==> config.mk <==
export PLATFORM = sky130hd
export DESIGN_NAME = mme_exec
export DESIGN_NICKNAME = d
export VERILOG_FILES = /design/src/core/mme_pkg.sv /design/src/core/mme_exec.sv
export SDC_FILE = /design/constraint.sdc
export NUM_CORES = 1
export LEC_CHECK = 0
export ABC_AREA = 1
export BUFFER_PORTS_ARGS = -buffer_cell sky130_fd_sc_hd__buf_4
export CORE_AREA = 8 8 159 161
export DETAILED_ROUTE_END_ITERATION = 10
export DIE_AREA = 0 0 167 169
export PLACE_DENSITY = 0.57
export SYNTH_ARGS = -nofsm -noshare
export SYNTH_HDL_FRONTEND = slang
export SYNTH_SLANG_ARGS = --single-unit
export TNS_END_PERCENT = 20
==> constraint.sdc <==
create_clock -name mclk_in -period 5.2 [get_ports mclk_in]
set_input_delay 0.26 -clock mclk_in [delete_from_list [all_inputs] [get_ports mclk_in]]
set_output_delay 0.26 -clock mclk_in [all_outputs]
set_load 0.02 [all_outputs]
==> src/core/mme_pkg.sv <==
// Purpose: shared constants and types of the move and multiply execution unit
// Assumes: 16-bit program words, 12-bit data addresses, 8-bit data
// Notes:   register offsets are byte addresses on the register bus
package mme_pkg;
	// ============================================================
	// widths
	localparam int unsigned ADDR_W = 12;
	localparam int unsigned DATA_W = 8;
	localparam int unsigned WORD_W = 16;

	// ============================================================
	// instruction encodings
	localparam logic [3:0] PFX_MOVE_SRC   = 4'hC;  // first word of file-to-file move
	localparam logic [3:0] PFX_MOVE_DST   = 4'hF;  // second word of file-to-file move
	localparam logic [7:0] OPC_LOAD_BANK  = 8'h01;
	localparam logic [7:0] OPC_LOAD_ACC   = 8'h0E;
	localparam logic [7:0] OPC_MUL_LIT    = 8'h0D;
	localparam logic [6:0] OPC_STORE_ACC  = 7'h37;  // 0110 111
	localparam logic [6:0] OPC_MUL_FILE   = 7'h01;  // 0000 001
	localparam logic [7:0] INDEXED_MAX    = 8'h5F;  // highest offset using index base
	localparam logic [3:0] ACCESS_HI_PAGE = 4'hF;   // upper half of access bank
	localparam logic [3:0] ACCESS_LO_PAGE = 4'h0;

	// ============================================================
	// register map (byte offsets)
	localparam logic [4:0] REG_CTRL    = 5'h00;
	localparam logic [4:0] REG_ACC     = 5'h04;
	localparam logic [4:0] REG_BANK    = 5'h08;
	localparam logic [4:0] REG_PROD    = 5'h0C;
	localparam logic [4:0] REG_INDEX   = 5'h10;
	localparam logic [4:0] REG_STATUS  = 5'h14;
	localparam int unsigned CTRL_EXT_BIT   = 0;  // extended instruction set enable
	localparam int unsigned CTRL_RUN_BIT   = 1;  // accept instruction words
	localparam int unsigned STAT_PEND_BIT  = 0;  // move waits for its second word
	localparam int unsigned STAT_REFUSE_BIT = 1; // move to protected destination
	localparam int unsigned STAT_ORPHAN_BIT = 2; // lone second word seen
	localparam logic [1:0] CTRL_RESET  = 2'h0;
	localparam logic [7:0] BYTE_RESET  = 8'h00;
	localparam logic [11:0] INDEX_RESET = 12'h000;

	// ============================================================
	// types
	typedef enum logic [1:0] {
		PH_Q1 = 2'b00,
		PH_Q2 = 2'b01,
		PH_Q3 = 2'b10,
		PH_Q4 = 2'b11
	} mme_phase_t;

	typedef enum logic [2:0] {
		OP_NONE       = 3'b000,
		OP_MOVE_SRC   = 3'b001,
		OP_MOVE_DST   = 3'b010,
		OP_LOAD_BANK  = 3'b011,
		OP_LOAD_ACC   = 3'b100,
		OP_STORE_ACC  = 3'b101,
		OP_MUL_LIT    = 3'b110,
		OP_MUL_FILE   = 3'b111
	} mme_op_t;

	typedef struct packed {
		logic              en;
		logic [ADDR_W-1:0] addr;
		logic [DATA_W-1:0] data;
	} mme_mem_req_t;
endpackage

==> src/core/mme_exec.sv <==
// Purpose: decode and execute moves, literal loads and 8x8 multiplies
// Assumes: one instruction cycle is four clocks Q1..Q4; data memory read is
//          combinational within Q2, a write commits at the end of Q4
// Notes:   no arithmetic flags exist; this unit sets only the refused and orphan status flags
`timescale 1ns/10ps
`default_nettype none

module mme_exec
	import mme_pkg::*;
#(
	parameter logic [7:0]  ACCESS_SPLIT = 8'h80,  // access bank low/high boundary
	parameter logic [11:0] PC_LOW_ADDR  = 12'hFF9,
	parameter logic [11:0] TOS_LOW_ADDR = 12'hFFD,
	parameter logic [11:0] TOS_HIGH_ADDR = 12'hFFE,
	parameter logic [11:0] TOS_UP_ADDR  = 12'hFFF
) (
	input  wire logic              mclk_in,
	input  wire logic              resetn_in,
	// instruction word stream
	input  wire logic              instr_valid_in,
	input  wire logic [WORD_W-1:0] instr_in,
	output logic                   instr_ready_out,
	// data memory
	output mme_mem_req_t           mem_rd_out,
	input  wire logic [DATA_W-1:0] mem_rdata_in,
	output mme_mem_req_t           mem_wr_out,
	// core state
	output logic [DATA_W-1:0]      acc_out,
	output logic [DATA_W-1:0]      bank_out,
	output logic [WORD_W-1:0]      product_out,
	// register bus
	input  wire logic [4:0]        avs_address_in,
	input  wire logic              avs_read_in,
	input  wire logic              avs_write_in,
	input  wire logic [31:0]       avs_writedata_in,
	input  wire logic [3:0]        avs_byteenable_in,
	output logic [31:0]            avs_readdata_out,
	output logic                   avs_waitrequest_out
);
	// ============================================================
	// state
	mme_phase_t        q;
	mme_op_t           cur_op;
	logic [WORD_W-1:0] ir;
	logic              pending;
	logic [DATA_W-1:0] src_data;
	logic [DATA_W-1:0] rdata_q;
	logic [DATA_W-1:0] acc;
	logic [DATA_W-1:0] bank;
	logic [DATA_W-1:0] prod_hi;
	logic [DATA_W-1:0] prod_lo;
	logic              ext_en;
	logic              run;
	logic [ADDR_W-1:0] index_base;
	logic              refused;
	logic              orphan;
	logic              av_ack;

	// ============================================================
	// effective address of a byte-oriented word
	function automatic logic [ADDR_W-1:0] file_addr(
		input logic [WORD_W-1:0] w,
		input logic              ext,
		input logic [DATA_W-1:0] bsel,
		input logic [ADDR_W-1:0] base
	);
		logic [7:0] f;
		logic       a;
		f = w[7:0];
		a = w[8];
		if (ext && !a && f <= INDEXED_MAX)
			file_addr = base + {4'h0, f};
		else if (a)
			file_addr = {bsel[3:0], f};
		else if (f < ACCESS_SPLIT)
			file_addr = {ACCESS_LO_PAGE, f};
		else
			file_addr = {ACCESS_HI_PAGE, f};
	endfunction

	// ============================================================
	// decode of the word offered in Q1
	wire is_move_src  = instr_in[15:12] == PFX_MOVE_SRC;
	wire is_move_dst  = instr_in[15:12] == PFX_MOVE_DST;
	wire is_load_bank = instr_in[15:8] == OPC_LOAD_BANK;
	wire is_load_acc  = instr_in[15:8] == OPC_LOAD_ACC;
	wire is_mul_lit   = instr_in[15:8] == OPC_MUL_LIT;
	wire is_store_acc = instr_in[15:9] == OPC_STORE_ACC;
	wire is_mul_file  = instr_in[15:9] == OPC_MUL_FILE;
	wire take         = instr_valid_in & instr_ready_out;
	// a destination word only counts while a source word waits for it
	wire orphan_dst   = take & is_move_dst & ~pending;
	mme_op_t dec_op;
	assign dec_op = (pending && is_move_dst) ? OP_MOVE_DST :
		is_move_dst  ? OP_NONE :
		is_move_src  ? OP_MOVE_SRC :
		is_load_bank ? OP_LOAD_BANK :
		is_load_acc  ? OP_LOAD_ACC :
		is_mul_lit   ? OP_MUL_LIT :
		is_store_acc ? OP_STORE_ACC :
		is_mul_file  ? OP_MUL_FILE : OP_NONE;
	wire dec_reads = take & (dec_op == OP_MOVE_SRC || dec_op == OP_MUL_FILE);
	wire [ADDR_W-1:0] dec_raddr = (dec_op == OP_MOVE_SRC) ? instr_in[11:0] :
		file_addr(instr_in, ext_en, bank, index_base);

	// ============================================================
	// execute-side selects
	wire [ADDR_W-1:0] dst_addr = ir[11:0];
	wire dst_protected = dst_addr == PC_LOW_ADDR || dst_addr == TOS_LOW_ADDR ||
		dst_addr == TOS_HIGH_ADDR || dst_addr == TOS_UP_ADDR;
	wire [DATA_W-1:0] mul_opnd = (cur_op == OP_MUL_FILE) ? rdata_q : ir[7:0];
	wire [WORD_W-1:0] product = {8'h00, acc} * {8'h00, mul_opnd};
	wire move_go  = cur_op == OP_MOVE_DST && !dst_protected;
	wire store_go = cur_op == OP_STORE_ACC;
	wire refuse_set = q == PH_Q3 && cur_op == OP_MOVE_DST && dst_protected;
	assign instr_ready_out = run && q == PH_Q1;

	// ============================================================
	// phase counter, free running so each cycle is four clocks
	always_ff @(posedge mclk_in or negedge resetn_in) begin
		if (!resetn_in)
			q <= PH_Q1;
		else
			q <= mme_phase_t'(q + 2'b01);
	end

	// Q1: latch word; a late second word simply leaves the move pending
	always_ff @(posedge mclk_in or negedge resetn_in) begin
		if (!resetn_in) begin
			ir <= 16'h0000;
			cur_op <= OP_NONE;
		end else if (q == PH_Q1) begin
			ir <= take ? instr_in : ir;
			cur_op <= take ? dec_op : OP_NONE;
		end
	end

	// Q2 read strobe; the second move cycle issues none
	always_ff @(posedge mclk_in or negedge resetn_in) begin
		if (!resetn_in)
			mem_rd_out <= '0;
		else if (q == PH_Q1)
			mem_rd_out <= '{en: dec_reads, addr: dec_raddr, data: BYTE_RESET};
		else
			mem_rd_out <= '0;
	end

	// sample read data at the end of Q2
	always_ff @(posedge mclk_in or negedge resetn_in) begin
		if (!resetn_in) begin
			rdata_q <= BYTE_RESET;
			src_data <= BYTE_RESET;
		end else if (q == PH_Q2 && mem_rd_out.en) begin
			rdata_q <= mem_rdata_in;
			src_data <= (cur_op == OP_MOVE_SRC) ? mem_rdata_in : src_data;
		end
	end

	// move bookkeeping: pending from its first word until the next word is taken
	always_ff @(posedge mclk_in or negedge resetn_in) begin
		if (!resetn_in)
			pending <= 1'b0;
		else if (q == PH_Q1 && take)
			pending <= dec_op == OP_MOVE_SRC;
	end

	// Q4 write strobe, prepared at the end of Q3
	always_ff @(posedge mclk_in or negedge resetn_in) begin
		if (!resetn_in)
			mem_wr_out <= '0;
		else if (q == PH_Q3 && move_go)
			mem_wr_out <= '{en: 1'b1, addr: dst_addr, data: src_data};
		else if (q == PH_Q3 && store_go)
			mem_wr_out <= '{en: 1'b1, addr: file_addr(ir, ext_en, bank, index_base),
				data: acc};
		else
			mem_wr_out <= '0;
	end

	// Q4 commit of core registers; no flag output exists to disturb
	always_ff @(posedge mclk_in or negedge resetn_in) begin
		if (!resetn_in) begin
			acc <= BYTE_RESET;
			bank <= BYTE_RESET;
			prod_hi <= BYTE_RESET;
			prod_lo <= BYTE_RESET;
		end else if (q == PH_Q4) begin
			acc <= (cur_op == OP_LOAD_ACC) ? ir[7:0] : acc;
			bank <= (cur_op == OP_LOAD_BANK) ? {bank[7:4], ir[3:0]} : bank;
			if (cur_op == OP_MUL_LIT || cur_op == OP_MUL_FILE) begin
				prod_hi <= product[15:8];
				prod_lo <= product[7:0];
			end
		end
	end

	assign acc_out = acc;
	assign bank_out = bank;
	assign product_out = {prod_hi, prod_lo};

	// ============================================================
	// register bus slave: every access waits exactly one clock
	wire av_req = avs_read_in | avs_write_in;
	wire av_wr_go = avs_write_in & av_ack;
	wire wr_ctrl = av_wr_go && avs_address_in == REG_CTRL && avs_byteenable_in[0];
	wire wr_idx_lo = av_wr_go && avs_address_in == REG_INDEX && avs_byteenable_in[0];
	wire wr_idx_hi = av_wr_go && avs_address_in == REG_INDEX && avs_byteenable_in[1];
	wire wr_stat = av_wr_go && avs_address_in == REG_STATUS && avs_byteenable_in[0];
	wire clr_refuse = wr_stat & avs_writedata_in[STAT_REFUSE_BIT];
	wire clr_orphan = wr_stat & avs_writedata_in[STAT_ORPHAN_BIT];
	logic [31:0] rd_mux;
	assign rd_mux =
		(avs_address_in == REG_CTRL)   ? {30'h0000_0000, run, ext_en} :
		(avs_address_in == REG_ACC)    ? {24'h00_0000, acc} :
		(avs_address_in == REG_BANK)   ? {24'h00_0000, bank} :
		(avs_address_in == REG_PROD)   ? {16'h0000, prod_hi, prod_lo} :
		(avs_address_in == REG_INDEX)  ? {20'h0_0000, index_base} :
		(avs_address_in == REG_STATUS) ? {29'h0000_0000, orphan, refused, pending} :
		32'h0000_0000;                                            // unmapped reads zero
	assign avs_waitrequest_out = av_req & ~av_ack;

	// handshake and read data
	always_ff @(posedge mclk_in or negedge resetn_in) begin
		if (!resetn_in) begin
			av_ack <= 1'b0;
			avs_readdata_out <= 32'h0000_0000;
		end else begin
			av_ack <= av_req & ~av_ack;
			avs_readdata_out <= (avs_read_in && !av_ack) ? rd_mux : avs_readdata_out;
		end
	end

	// software registers; a flag set by hardware wins over its clear
	always_ff @(posedge mclk_in or negedge resetn_in) begin
		if (!resetn_in) begin
			{run, ext_en} <= CTRL_RESET;
			index_base <= INDEX_RESET;
			refused <= 1'b0;
			orphan <= 1'b0;
		end else begin
			ext_en <= wr_ctrl ? avs_writedata_in[CTRL_EXT_BIT] : ext_en;
			run <= wr_ctrl ? avs_writedata_in[CTRL_RUN_BIT] : run;
			index_base[7:0] <= wr_idx_lo ? avs_writedata_in[7:0] : index_base[7:0];
			index_base[11:8] <= wr_idx_hi ? avs_writedata_in[11:8] : index_base[11:8];
			refused <= refuse_set | (refused & ~clr_refuse);
			orphan <= (q == PH_Q1 && orphan_dst) | (orphan & ~clr_orphan);
		end
	end
endmodule // mme_exec

`default_nettype wire

==> key figures <==
Worst hold path
  – Hold depth: 2
  – Hold_sp: avs_writedata_in[6]
  – HP Class: input port to register
  – End of the worst hold path: index_base[6]

Setup path
  – CP endpoint kind: register
  – Reg2reg start: cur_op[1]
  – CP Class: register to register
  – WP data required: 5510 ps
  – Worst reg2reg path endpoint: prod_hi[1]
  – Startpoint Class: register
  – Largest fanout on the critical path: 16
  – Critical path data arrival time: 5110 ps
  – R2R Setup Slk: 400 ps
  – Worst reg-to-reg path cell count: 19

Die
  – DIE WIDTH: 167 µm
  – I/O pins: 178
  – Initial Util: 38.8%
  – Core Rows: 56
  – Die ar.: 28200 µm²
  – Die height: 169 µm
  – Core Footprint: 22900 µm²

Routing
  – Final Routed Wirelength: 26.2 mm
  – DRC violations left: 0
  – Pre-antenna DRT Iters: 5
  – DR WL/cell: 16.7 µm
  – Initial DRC Count: 537
  – ANT nets after route: 0
  – Met1 wire length: 12.8 mm
  – Met3 routed WL: 1.59 mm
  – Vias per inst: 4.94
  – Vias: 7755
  – Uppermost layer routed: met5
  – Routed wire length on met2: 11.4 mm

Cells and area
  – Fill cell count: 2324
  – Nets: 1430
  – Layout cell share with drive strength beyond 1: 16.0%
  – Inserted Diodes: 0
  – Area grow syn2layout: 20.1%

Clock network
  – CTS sink cnt: 129
  – Bufs on Longest Clock Path: 2
  – Clock H-tree levels: 4
  – Worst-Skew Late Latency: 420 ps
  – Clock tree from TritonCTS: built
  – CTS buffer count: 17
  – Clock root cell: clkbuf_16
  – Worst-path clk slew: 60 ps

Power
  – Peak supply drop: 0.000164 V
  – Power density cells: 256 nW/µm²
  – Leak: 5.74 nW

STA
  – Final Skew: 16.1 ps
  – Unrepaired setup endpoints after global routing: false
  – Period utilization: 92.3%
  – Worst-margin pin slew: 1080 ps
  – Fin Hold WS: 54.4 ps
  – Fin crit period: 4800 ps
  – Fin Setup TNS: 0 ps
  – Max Fclk: 208 MHz
  – Max-slew violations: 0
  – Slew headroom: 27.4%
  – Endpoints failing hold: 0
  – Setup violators final: 0

Synthesis
  – Cells after Synth: 1133
  – #FFs+latches synth: 129
  – Count of cell types in the netlist: 46
  – Register area share after synthesis: 36.3%
  – Warnings from Yosys: 0
  – Syn avg cell area: 7.84 µm²
  – Cell Area, Synth: 8880 µm²

Place
  – Post-DP HPWL: 20.9 mm
  – Number of buffers added on ports: 127
  – GP Congestion: 0.900

GRT
  – Total grt overflow: 0
  – Total GRT Usage: 19.0%
  – Vias in the first global route: 7904
  – Global-route wire length before repair: 42.5 mm
  – Initial antenna violation count: 1
  – Largest net degree at the start of global routing: 89

Run
  – Maxcap violations: 0

Status
  – Outcome: completed
-- final cells by class --
type	instances	area, µm²	area share [%]
clock buffers	18	439	4.12
inverters	165	622	5.83
multi-input cells	819	4850	45.5
well taps	290	363	3.40
flip-flops and latches	129	3230	30.3
clock inverters	14	154	1.44
repair buffers	134	1010	9.49
-- what timing repair did --
| item | in CTS | in global routing |
|---|---|---|
| gates resized for setup | 0 | 7 |
| hold buffers | 1 | 0 |
| endpoints found under the hold margin | 87 | 0 |
| buffers inserted | 0 | 0 |
| setup endpoints to repair | 0 | 6 |
-- critical path, cell delays in order, from the launching register on --
cell     delay [ps]
dfrtp_1         420
inv_2           140
nor2_2           70
inv_4           210
nand2_1         140
o21ai_4         150
nor2_1          110
fa_1            560
fa_1            440
fa_1            550
inv_1            60
fa_1            530
inv_1            40
ha_1            350
a21oi_1         210
o21ai_0         140
a21o_1          180
or2_2           260
nand3_1          70
nand2_1          60
-- Yosys cell counts (all sizes together) --
| master | n | area share [%] |
|---|---|---|
| nand2 | 288 | 12 |
| inv | 163 | 6.9 |
| dfrtp | 129 | 36 |
| o21ai | 120 | 7.5 |
| nor2 | 107 | 4.6 |
| a21oi | 58 | 3.4 |
| nand3 | 58 | 3.3 |
| ha | 56 | 7.9 |
| fa | 38 | 8.6 |
| buf | 37 | 3.1 |
| nand4 | 16 | 1.2 |
| or2 | 11 | 0.77 |
| clkbuf | 10 | 0.42 |
| nor3 | 10 | 0.80 |
| xnor2 | 6 | 0.59 |
| o22ai | 3 | 0.21 |
| xor2 | 3 | 0.30 |
| a211oi | 2 | 0.17 |
| a21o | 2 | 0.17 |
| clkinv | 2 | 0.085 |
| mux2 | 2 | 0.25 |
| o21a | 2 | 0.17 |
| a21boi | 1 | 0.085 |
| a22oi | 1 | 0.085 |
| a31oi | 1 | 0.070 |
| and3 | 1 | 0.070 |
| conb | 1 | 0.042 |
| nand3b | 1 | 0.085 |
| nor4 | 1 | 0.24 |
| o211ai | 1 | 0.085 |
| o221ai | 1 | 0.099 |
| o31ai | 1 | 0.085 |
-- flip-flops by register name (all words and copies together), names as in the netlist, 8 cells and up --
| register | flops |
|---|---|
| mem_wr_out | 21 |
| avs_readdata_out | 16 |
| mem_rd_out | 13 |
| index_base | 12 |
| ir | 12 |
| acc_out | 8 |
| prod_hi | 8 |
| prod_lo | 8 |
| rdata_q | 8 |
| src_data | 8 |
-- power by group --
group,switching (W),internal (W),leakage (nW),total (W)
Combinational,0.000287,0.000146,3.82,0.000433
Clock,0.000486,0.000724,0.284,0.00121
Sequential,0.0000439,0.00104,1.63,0.00108
Total,0.000817,0.00191,5.74,0.00273
-- metrics by stage --
stage / cell area, µm² / util (%) / setup slack, ps / power [W] / std cells
floorplan: 8980 / - / 630 / 0.00138 / 1160
global placement: 10000 / 43.8 / 317 / 0.00153 / 1536
detailed placement: 10000 / 43.8 / 306 / 0.00153 / 1536
CTS: 10600 / 46.4 / 284 / 0.00274 / 1569
global route: 10700 / 46.6 / 68.1 / 0.00285 / 1569
finish: 10700 / 46.6 / 400 / 0.00273 / 1569
-- kinds of logic (layout without fill, tap and decap cells) --
logic type / after synthesis / count (layout) / share of synthesized area, %
and+or+nand+nor: 493 / 493 / 23.4
xor gates and xnor gates: 9 / 9 / 0.887
DFF: 129 / 129 / 36.3
other: 1 / 28 / 0.0422
adders and majority gates: 94 / 94 / 16.5
AOI/OAI and AO/OA: 193 / 193 / 12.1
buffers and inverters: 212 / 331 / 10.5
muxes: 2 / 2 / 0.254
-- layer usage --
| metal | up-vias | GRT usage, % |
|---|---|---|
| met5 | - | 0 |
| met4 | 2 | 5.44 |
| met3 | 32 | 4.03 |
| met1 | 3642 | 26.3 |
| met2 | 236 | 29.4 |
| li1 | 3843 | - |
-- layout by cell type, fill, tap and decap left out, types with 3 or more instances in the layout --
| master | count |
|---|---|
| buf_4 | 132 |
| inv_1 | 156 |
| o22ai_1 | 3 |
| xnor2_1 | 6 |
| inv_2 | 6 |
| o21ai_1 | 12 |
| xor2_1 | 3 |
| nand4_1 | 15 |
| nor3_1 | 7 |
| clkinvlp_4 | 3 |
| o21ai_0 | 99 |
| nor2_2 | 4 |
| ha_1 | 56 |
| nand2_1 | 283 |
| clkbuf_16 | 17 |
| fa_1 | 38 |
| conb_1 | 28 |
| nand3_1 | 58 |
| nor2_1 | 103 |
| or2_1 | 5 |
| o21ai_4 | 7 |
| clkinv_4 | 3 |
| dfrtp_1 | 129 |
| or2_2 | 6 |
| inv_6 | 4 |
| a21oi_1 | 54 |
| nand2_2 | 4 |
| a21oi_2 | 4 |
-- worst max path at each step --
stage	startpoint	endpoint	slack [ps]	cells after the start
floorplan	cur_op[2]	prod_hi[1]	630	22
global placement	cur_op[1]	prod_hi[7]	320	20
detailed placement	cur_op[1]	prod_hi[1]	310	19
CTS	cur_op[1]	prod_hi[1]	280	19
global route	cur_op[0]	prod_hi[5]	70	22
finish	cur_op[1]	prod_hi[1]	400	19
Note: power is estimated with default switching activity, not from simulation.
